[config.mk]
export PLATFORM = sky130hd
export DESIGN_NAME = flash_program_erase_control
export DESIGN_NICKNAME = d
export VERILOG_FILES = /design/src/logic/flash_program_erase_control.v
export VERILOG_INCLUDE_DIRS = /design/src /design/src/logic
export SDC_FILE = /design/constraint.sdc
export NUM_CORES = 1
export LEC_CHECK = 0
export ABC_AREA = 1
export BUFFER_PORTS_ARGS = -buffer_cell sky130_fd_sc_hd__buf_2
export CORE_MARGIN = 4
export CORE_UTILIZATION = 45
export CTS_CLUSTER_DIAMETER = 40
export DETAILED_ROUTE_END_ITERATION = 10
export GPL_TIMING_DRIVEN = 1
export HOLD_SLACK_MARGIN = 0.02
export PLACE_DENSITY = 0.83
export RECOVER_POWER = 100
export SYNTH_ARGS = -nofsm -noshare
export SYNTH_HDL_FRONTEND = slang
export SYNTH_SLANG_ARGS = --single-unit
[constraint.sdc]
create_clock -name clk -period 2.4 [get_ports clk]
set_input_delay 0.12 -clock clk [delete_from_list [all_inputs] [get_ports clk]]
set_output_delay 0.12 -clock clk [all_outputs]
set_load 0.005 [all_outputs]
[src/logic/flash_ctrl_map.vh]
`ifndef FLASH_CTRL_MAP_VH
`define FLASH_CTRL_MAP_VH

// register byte offsets
`define OFS_MODE 8'h00
`define OFS_STATUS 8'h04
`define OFS_SELECT 8'h08
`define OFS_ACCESS 8'h0C
`define OFS_IRQ_STAT 8'h10
`define OFS_IRQ_MASK 8'h14
`define OFS_UNIT 8'h18

// mode-control fields
`define MODE_GATE 6
`define MODE_ESU 5
`define MODE_PSU 4
`define MODE_EV 3
`define MODE_PV 2
`define MODE_ERASE 1
`define MODE_PROG 0
`define MODE_RST 7'h00

// status, access-enable and select fields
`define STATUS_ERR 7
`define ACCESS_EN 7
`define SELECT_RST 5'h00
`define SELECT_LARGE 4
`define SELECT_FIRST_SMALL 0

// erase block bases
`define BLK_LARGE_BASE 15'h1000
`define BLK_LARGE_TOP 15'h7FFF
`define BLK_SMALL3_BASE 15'h0C00
`define BLK_SMALL2_BASE 15'h0800
`define BLK_SMALL1_BASE 15'h0400
`define BLK_SMALL0_BASE 15'h0000

// programming unit: 128 bytes, address bits 14:7 kept
`define UNIT_LSB 7
`define UNIT_RST 8'h00

// interrupt events
`define IRQ_FAULT 0
`define IRQ_DONE 1
`define IRQ_RST 2'h0

// bus responses
`define RESP_OKAY 2'h0
`define RESP_SLVERR 2'h2

`endif

[src/logic/flash_program_erase_control.v]
// Functional notes
// - programming acts on one 128-byte unit aligned at low byte 00 or 80
// - five erase blocks: four of 1 kbyte, one of 28 kbytes, one per erase
// - mode-control bit 7 is reserved and always reads zero
// - bit 6 gates writes; while 0 no other mode or select bit can be set
// - bit 5 enters erase-setup; clearing it leaves erase-setup
// - bit 4 enters program-setup; clearing it leaves program-setup
// - bit 3 enters erase-verify; clearing it leaves erase-verify
// - bit 2 enters program-verify; clearing it leaves program-verify
// - bit 1 enters erase only while gate and erase-setup are both one
// - bit 0 enters program only while gate and program-setup are one
// - status bit 7 flags a failed operation and enters error protection
// - select cleared while gate is zero, and on more than one bit set
// - select bits 4..0 pick 28k block at 1000, then 0C00,0800,0400,0000
// - control registers respond only while access-enable bit 7 is one
`timescale 1ns/100ps
`default_nettype none
`include "flash_ctrl_map.vh"

module flash_program_erase_control (
   // clock and reset
   input wire clk,
   input wire rst_b,
   // axi4-lite write address
   input wire s_axi_awvalid,
   output wire s_axi_awready,
   input wire [7:0] s_axi_awaddr,
   // axi4-lite write data
   input wire s_axi_wvalid,
   output wire s_axi_wready,
   input wire [31:0] s_axi_wdata,
   input wire [3:0] s_axi_wstrb,
   // axi4-lite write response
   output wire s_axi_bvalid,
   input wire s_axi_bready,
   output wire [1:0] s_axi_bresp,
   // axi4-lite read address
   input wire s_axi_arvalid,
   output wire s_axi_arready,
   input wire [7:0] s_axi_araddr,
   // axi4-lite read data
   output wire s_axi_rvalid,
   input wire s_axi_rready,
   output wire [31:0] s_axi_rdata,
   output wire [1:0] s_axi_rresp,
   // array status, asynchronous to clk
   input wire array_fail,
   input wire array_busy,
   // array mode controls
   output wire write_enable_gate,
   output wire erase_setup,
   output wire program_setup,
   output wire erase_verify,
   output wire program_verify,
   output wire erase_mode,
   output wire program_mode,
   output wire [4:0] erase_block_select,
   output wire [14:0] program_unit_addr,
   output wire flash_error_flag,
   // interrupt
   output wire irq
);

   reg [6:0] mode_q;
   reg [6:0] mode_d;
   reg [4:0] select_q;
   reg [4:0] select_d;
   reg access_q;
   reg err_q;
   reg [7:0] unit_q;
   reg [1:0] ist_q;
   reg [1:0] imsk_q;
   reg irq_q;
   reg fail_s1_q;
   reg fail_s2_q;
   reg busy_s1_q;
   reg busy_s2_q;
   reg busy_d1_q;

   reg aw_held_q;
   reg [7:0] aw_addr_q;
   reg w_held_q;
   reg [7:0] w_data_q;
   reg w_lane_q;
   reg bvalid_q;
   reg [1:0] bresp_q;
   reg rvalid_q;
   reg [31:0] rdata_q;
   reg [1:0] rresp_q;
   reg awready_q;
   reg wready_q;
   reg arready_q;

   wire do_write;
   wire wr_en;
   wire ctrl_ok;
   wire ev_fault;
   wire ev_done;
   wire [1:0] ev;
   wire [1:0] ist_clr;

   // true when the offset is a flash control register behind access-enable
   function is_ctrl;
      input [7:0] a;
      begin
         is_ctrl = (a == `OFS_MODE) || (a == `OFS_STATUS) ||
                   (a == `OFS_SELECT) || (a == `OFS_UNIT);
      end
   endfunction

   function is_mapped;
      input [7:0] a;
      begin
         is_mapped = is_ctrl(a) || (a == `OFS_ACCESS) ||
                     (a == `OFS_IRQ_STAT) || (a == `OFS_IRQ_MASK);
      end
   endfunction

   // more than one bit set in the select field
   function multi_bit;
      input [4:0] v;
      begin
         multi_bit = ((v & (v - 5'h01)) != 5'h00);
      end
   endfunction

   // only set bits are interlocked; clearing is always accepted
   function [6:0] mode_write;
      input [6:0] cur;
      input [7:0] wd;
      input err;
      reg gate;
      begin
         gate = cur[`MODE_GATE];
         mode_write = 7'h00;
         mode_write[`MODE_GATE] = wd[`MODE_GATE];
         mode_write[`MODE_ESU] = wd[`MODE_ESU] & gate;
         mode_write[`MODE_PSU] = wd[`MODE_PSU] & gate;
         mode_write[`MODE_EV] = wd[`MODE_EV] & gate;
         mode_write[`MODE_PV] = wd[`MODE_PV] & gate;
         mode_write[`MODE_ERASE] = wd[`MODE_ERASE] & gate &
                                   cur[`MODE_ESU] & ~err;
         mode_write[`MODE_PROG] = wd[`MODE_PROG] & gate &
                                  cur[`MODE_PSU] & ~err;
      end
   endfunction

   function [31:0] read_word;
      input [7:0] a;
      input ok;
      begin
         read_word = 32'h0000_0000;
         if (!ok && is_ctrl(a))
            read_word = 32'h0000_0000;
         else
            case (a)
               `OFS_MODE: read_word = {25'h0, mode_q};
               // error flag in status top bit
               `OFS_STATUS: read_word = {24'h000000, err_q, 7'h00};
               `OFS_SELECT: read_word = {27'h0, select_q};
               `OFS_ACCESS: read_word = {24'h0, access_q, 7'h00};
               `OFS_IRQ_STAT: read_word = {30'h0, ist_q};
               `OFS_IRQ_MASK: read_word = {30'h0, imsk_q};
               `OFS_UNIT: read_word = {17'h0, unit_q, 7'h00};
               default: read_word = 32'h0000_0000;
            endcase
      end
   endfunction

   // ready lines leave flops, so no bus output has a combinational path
   assign s_axi_awready = awready_q;
   assign s_axi_wready = wready_q;
   assign s_axi_bvalid = bvalid_q;
   assign s_axi_bresp = bresp_q;
   assign s_axi_arready = arready_q;
   assign s_axi_rvalid = rvalid_q;
   assign s_axi_rdata = rdata_q;
   assign s_axi_rresp = rresp_q;

   assign do_write = aw_held_q & w_held_q & ~bvalid_q;
   assign ctrl_ok = access_q;
   assign wr_en = do_write & w_lane_q &
                  (ctrl_ok | ~is_ctrl(aw_addr_q));

   // a failure only counts while erase or program mode is set
   assign ev_fault = fail_s2_q &
                     (mode_q[`MODE_ERASE] | mode_q[`MODE_PROG]);
   assign ev_done = busy_d1_q & ~busy_s2_q;
   assign ev = {ev_done, ev_fault};
   assign ist_clr = (wr_en && aw_addr_q == `OFS_IRQ_STAT) ?
                    w_data_q[1:0] : 2'h0;

   always @*
   begin
      mode_d = mode_q;
      select_d = select_q;
      if (wr_en && aw_addr_q == `OFS_MODE)
         mode_d = mode_write(mode_q, w_data_q, err_q);
      if (wr_en && aw_addr_q == `OFS_SELECT)
         select_d = w_data_q[4:0] & {5{mode_q[`MODE_GATE]}};
      // several blocks at once clears all
      if (multi_bit(select_d))
         select_d = `SELECT_RST;
      // gate low holds other bits clear
      if (!mode_q[`MODE_GATE])
      begin
         mode_d[5:0] = 6'h00;
         select_d = `SELECT_RST;
      end
      // error protection stops program and erase
      if (err_q || ev_fault)
      begin
         mode_d[`MODE_ERASE] = 1'b0;
         mode_d[`MODE_PROG] = 1'b0;
      end
   end

   always @(posedge clk)
   begin
      if (!rst_b)
      begin
         mode_q <= `MODE_RST;
         select_q <= `SELECT_RST;
         access_q <= 1'b0;
         err_q <= 1'b0;
         unit_q <= `UNIT_RST;
         ist_q <= `IRQ_RST;
         imsk_q <= `IRQ_RST;
         irq_q <= 1'b0;
         fail_s1_q <= 1'b0;
         fail_s2_q <= 1'b0;
         busy_s1_q <= 1'b0;
         busy_s2_q <= 1'b0;
         busy_d1_q <= 1'b0;
      end
      else
      begin
         fail_s1_q <= array_fail;
         fail_s2_q <= fail_s1_q;
         busy_s1_q <= array_busy;
         busy_s2_q <= busy_s1_q;
         busy_d1_q <= busy_s2_q;
         mode_q <= mode_d;
         // one block selected at a time
         select_q <= select_d;
         // sticky until reset, no software clear
         if (ev_fault)
            err_q <= 1'b1;
         if (wr_en && aw_addr_q == `OFS_ACCESS)
            access_q <= w_data_q[`ACCESS_EN];
         if (wr_en && aw_addr_q == `OFS_UNIT)
            unit_q <= w_data_q[7:0];
         if (wr_en && aw_addr_q == `OFS_IRQ_MASK)
            imsk_q <= w_data_q[1:0];
         // new events win over a clear in the same cycle
         ist_q <= (ist_q & ~ist_clr) | ev;
         irq_q <= |(((ist_q & ~ist_clr) | ev) & imsk_q);
      end
   end

   // bus slave: address and data taken in either order
   always @(posedge clk)
   begin
      if (!rst_b)
      begin
         aw_held_q <= 1'b0;
         aw_addr_q <= 8'h00;
         w_held_q <= 1'b0;
         w_data_q <= 8'h00;
         w_lane_q <= 1'b0;
         bvalid_q <= 1'b0;
         bresp_q <= `RESP_OKAY;
         rvalid_q <= 1'b0;
         rdata_q <= 32'h0000_0000;
         rresp_q <= `RESP_OKAY;
         awready_q <= 1'b1;
         wready_q <= 1'b1;
         arready_q <= 1'b1;
      end
      else
      begin
         if (s_axi_awvalid && s_axi_awready)
         begin
            aw_held_q <= 1'b1;
            aw_addr_q <= s_axi_awaddr;
            awready_q <= 1'b0;
         end
         if (s_axi_wvalid && s_axi_wready)
         begin
            w_held_q <= 1'b1;
            w_data_q <= s_axi_wdata[7:0];
            w_lane_q <= s_axi_wstrb[0];
            wready_q <= 1'b0;
         end
         if (do_write)
         begin
            aw_held_q <= 1'b0;
            w_held_q <= 1'b0;
            bvalid_q <= 1'b1;
            bresp_q <= is_mapped(aw_addr_q) ? `RESP_OKAY : `RESP_SLVERR;
         end
         else if (bvalid_q && s_axi_bready)
         begin
            bvalid_q <= 1'b0;
            awready_q <= 1'b1;
            wready_q <= 1'b1;
         end
         if (s_axi_arvalid && s_axi_arready)
         begin
            rvalid_q <= 1'b1;
            rdata_q <= read_word(s_axi_araddr, ctrl_ok);
            rresp_q <= is_mapped(s_axi_araddr) ? `RESP_OKAY :
                       `RESP_SLVERR;
            arready_q <= 1'b0;
         end
         else if (rvalid_q && s_axi_rready)
         begin
            rvalid_q <= 1'b0;
            arready_q <= 1'b1;
         end
      end
   end

   assign write_enable_gate = mode_q[`MODE_GATE];
   assign erase_setup = mode_q[`MODE_ESU];
   assign program_setup = mode_q[`MODE_PSU];
   assign erase_verify = mode_q[`MODE_EV];
   assign program_verify = mode_q[`MODE_PV];
   assign erase_mode = mode_q[`MODE_ERASE];
   assign program_mode = mode_q[`MODE_PROG];
   // select bit order toward block bases
   assign erase_block_select = select_q;
   assign program_unit_addr = {unit_q, 7'h00};
   assign flash_error_flag = err_q;
   assign irq = irq_q;

endmodule // flash_program_erase_control

`default_nettype wire

==> run metrics <==
Worst Path Buf+Inv=1; setup TNS=0 ps; clock slew at reported path FFs=~80 ps; DR WL/cell=roughly 12 um; Slowest-stage cell, CP=dfxtp_1; Final Max Slew Viols=0; Final min period=1868 ps; Tcrit/Tclk final=77.83%; post-synthesis sequential area ratio=between 40 and 50%; Yosys cell types=31; sequential cell area=1461 um^2; antenna-violating nets left=0; Layout fillers=between 600 and 700; GRT overflow=0; final setup violation count=0; post-DR vias/cell=~4.7; worst-path fanout max=7; PwrDens=~650 nW/um^2; Synth top area share=between 40 and 50%; initial core utilization=between 40% and 50%; power share of the combinational group=8.6%; critical path's largest stage delay=~340 ps; final worst setup slack=532.1 ps; most common flop cell mapped by yosys=dfxtp_1; fin cells=around 630; routability cong.=approximately 0.88; vias in the first global route=~2800; clk_lat worst skew=between 300 and 400 ps; Synth area leaders=dfxtp_1, nand2_1, a21oi_1, buf_4, inv_1; largest area contributor in the netlist=dfxtp_1; Synth Instances=between 400 and 500; Post-CTS Hold Fix Bufs=7; cell family contributing the most delay on the critical path=simple AND/OR/NAND/NOR gates; area delta synth->final=18.77%; CTS sink cnt=73; RSZ-0062 raised after global routing=false; Clock Power Share=between 40% and 50%; Avg Cell Area, Syn=~7.4 um^2; drt drc=0; Hold Path Class=in2reg; CP endpoint kind=flop; Resized cells post-CTS=0; DR top layer=met4; Crit Path Category=reg2reg; largest net degree at the start of global routing=32; Global Route Usage Sum=18.18%; met3 wire len=573 um; Reg power frac=about half; Cell Area, Synth=~3300 um^2; die height=around 93 um; clock skew=11.84 ps; CP Cell Sequence=nand3b_1, nor2_8, nand2_1, nor3_2, clkbuf_1, o21ai_0, a21oi_1; initial antenna violation count=0; Cells after DPL=roughly 610; Site Rows=30; Die X=between 90 and 100 um; CTS buffer count=9; Startpoint Class=flop; Inserted Diodes=0; DIE AREA=8736 um^2; pre-CTS setup slack=approximately 660 ps; PortBufs=a little under 80; WL final=just under 8000 um; Synth async-reset ratio=0%; Final Hold Fails=0; Core Area=6944 um^2; initial DRC count=166; Post-synth EDFFs=0; layout cells sized above 1=about 18%; HPWL Detailed=~5800 um; cell-internal power=~1.9 mW; Yosys reg bits=73; IO Pins=131; Worst Max-Slew Pin Slew=750.1 ps; Clock Path Buffers=2; CTS tree=done; Root Buffer=clkbuf_8; setup bufs post-CTS=0; Ys Warns=0; Net Sw Power=0.6314 mW; P_leak=about 1.8 nW; Critical Path AT=between 2000 and 2500 ps; Met2 Wirelength=approximately 3700 um; number of H-tree levels=3; status=complete, no violations; max cap viols=0; CP required=2680 ps; first-pass GRT wire length=12700 um; Vias=approximately 3000; max_slew headroom=between 40% and 50%; drt pass-1 iters=4; met1 WL=3375 um; Sw Share=24.81%; peak supply drop=0.0003168 V; fmax=between 500 and 600 MHz; area of the multi-input gates=1446 um^2; nets@finish=between 500 and 600
==> cells in the mapped netlist, types with 3 or more instances <==
cell and number:
nor2_4 3, nand4_1 10, nand3_1 7, clkbuf_1 9
nor2_1 39, o21ai_0 36, nand2_2 13, inv_2 7
nand2_1 90, inv_1 50, buf_4 26, a21oi_1 52
dfxtp_1 73, nor2_2 4
==> cell usage in the layout, fill, tap and decap left out <==
master         netlist  routed
a2111o_1             1       1
nor2_8               2       2
buf_1                1       1
a22oi_1              2       2
buf_4               26       1
a32o_1               1       1
bufinv_16            0       2
dlygate4sd3_1        0       7
o21ai_0             36      36
o311ai_0             1       1
o2111ai_1            1       1
nor2_2               4       4
clkinvlp_4           0       2
o21ai_1              1       1
inv_2                7       4
nand2_4              2       2
nor2_4               3       2
conb_1               1      26
clkinv_4             0       2
buf_2                1      54
nor3_2               2       2
a311oi_1             2       2
clkbuf_8             0       9
nand4_1             10      10
nor2_1              39      40
a21oi_1             52      52
clkbuf_1             9      25
dfxtp_1             73      73
nand2_1             90      92
nor3_1               2       2
nand2_2             13      11
nand3b_1             0       1
nand3_1              7       8
inv_1               50      53
nand3_4              1       1
==> logic make-up (layout without fill, tap and decap cells) <==
group / after synthesis / count (layout) / synth area share, %
simple gates: 177 / 177 / 25.96
compound gates: 97 / 97 / 15.72
other cells: 1 / 26 / 0.1141
flops: 73 / 73 / 44.46
buf+inv: 94 / 160 / 13.74
==> path summary, 6_finish.rpt <==
check                            startpoint                   endpoint  slack (ps)  cells after the start
hold reg to reg        fail_s1_q$_SDFF_PN0_       fail_s2_q$_SDFF_PN0_         420                      2
setup reg to reg  s_axi_bvalid$_SDFFE_PN0P_     mode_q[0]$_SDFFE_PP0P_         530                      7
hold / removal                 s_axi_rready  s_axi_rvalid$_SDFFE_PN0P_          40                      4
setup / recovery  s_axi_bvalid$_SDFFE_PN0P_     mode_q[0]$_SDFFE_PP0P_         530                      7
==> stage by stage <==
step | power (mW) | util (%) | hold slack [ps] | area, um^2
after global routing | 2.651 | 56.22 | 45.06 | 3904
after CTS | 2.572 | 57.05 | 22.09 | 3961
after detailed placement | 1.520 | 52.86 | 309.1 | 3671
after floorplan | 1.478 | - | 217.6 | 3381
final | 2.545 | 56.22 | 35.17 | 3904
after global placement | 1.514 | 52.86 | 303.1 | 3671
==> sequential cells by signal (all words and copies together), names as in the netlist, 2 cells and up <==
| name | cells |
|---|---|
| unit_q | 8 |
| w_data_q | 8 |
| s_axi_rdata | 15 |
| imsk_q | 2 |
| ist_q | 2 |
| erase_block_select | 5 |
| mode_q | 7 |
| aw_addr_q | 8 |
==> layer usage <==
metal / track usage [%] / up-vias
li1: - / 1534
met1: 21.73 / 1309
met2: 30.91 / 103
met3: 4.586 / 7
met4: 7.448 / 0
met5: 0 / -
==> power by group through the flow <==
| stage | Combinational (mW) | Sequential (mW) | Clock (mW) |
|---|---|---|---|
| 3_3_place_gp | 0.210 | 1.30 | 0 |
| 4_1_cts | 0.224 | 1.28 | 1.07 |
| 5_1_grt | 0.248 | 1.28 | 1.12 |
| 6_report | 0.218 | 1.28 | 1.05 |
| 2_1_floorplan | 0.180 | 1.30 | 0 |
| 3_5_place_dp | 0.215 | 1.31 | 0 |
==> area by class of cell <==
type	instances	area share, %
clock buffer	10	3.269
clock inverter	6	2.372
inverter	57	5.481
multi-input combinational	300	37.05
sequential	73	37.44
tap	96	3.077
timing repair buffer	87	11.31
==> worst reg2reg max path, cell delays in order (launching register included) <==
cell      delay, ps
dfxtp_1         340
nand3b_1        340
nor2_8          240
nand2_1         130
nor3_2          300
clkbuf_1        230
o21ai_0         100
a21oi_1         130
(Power assumes the default switching activity.)
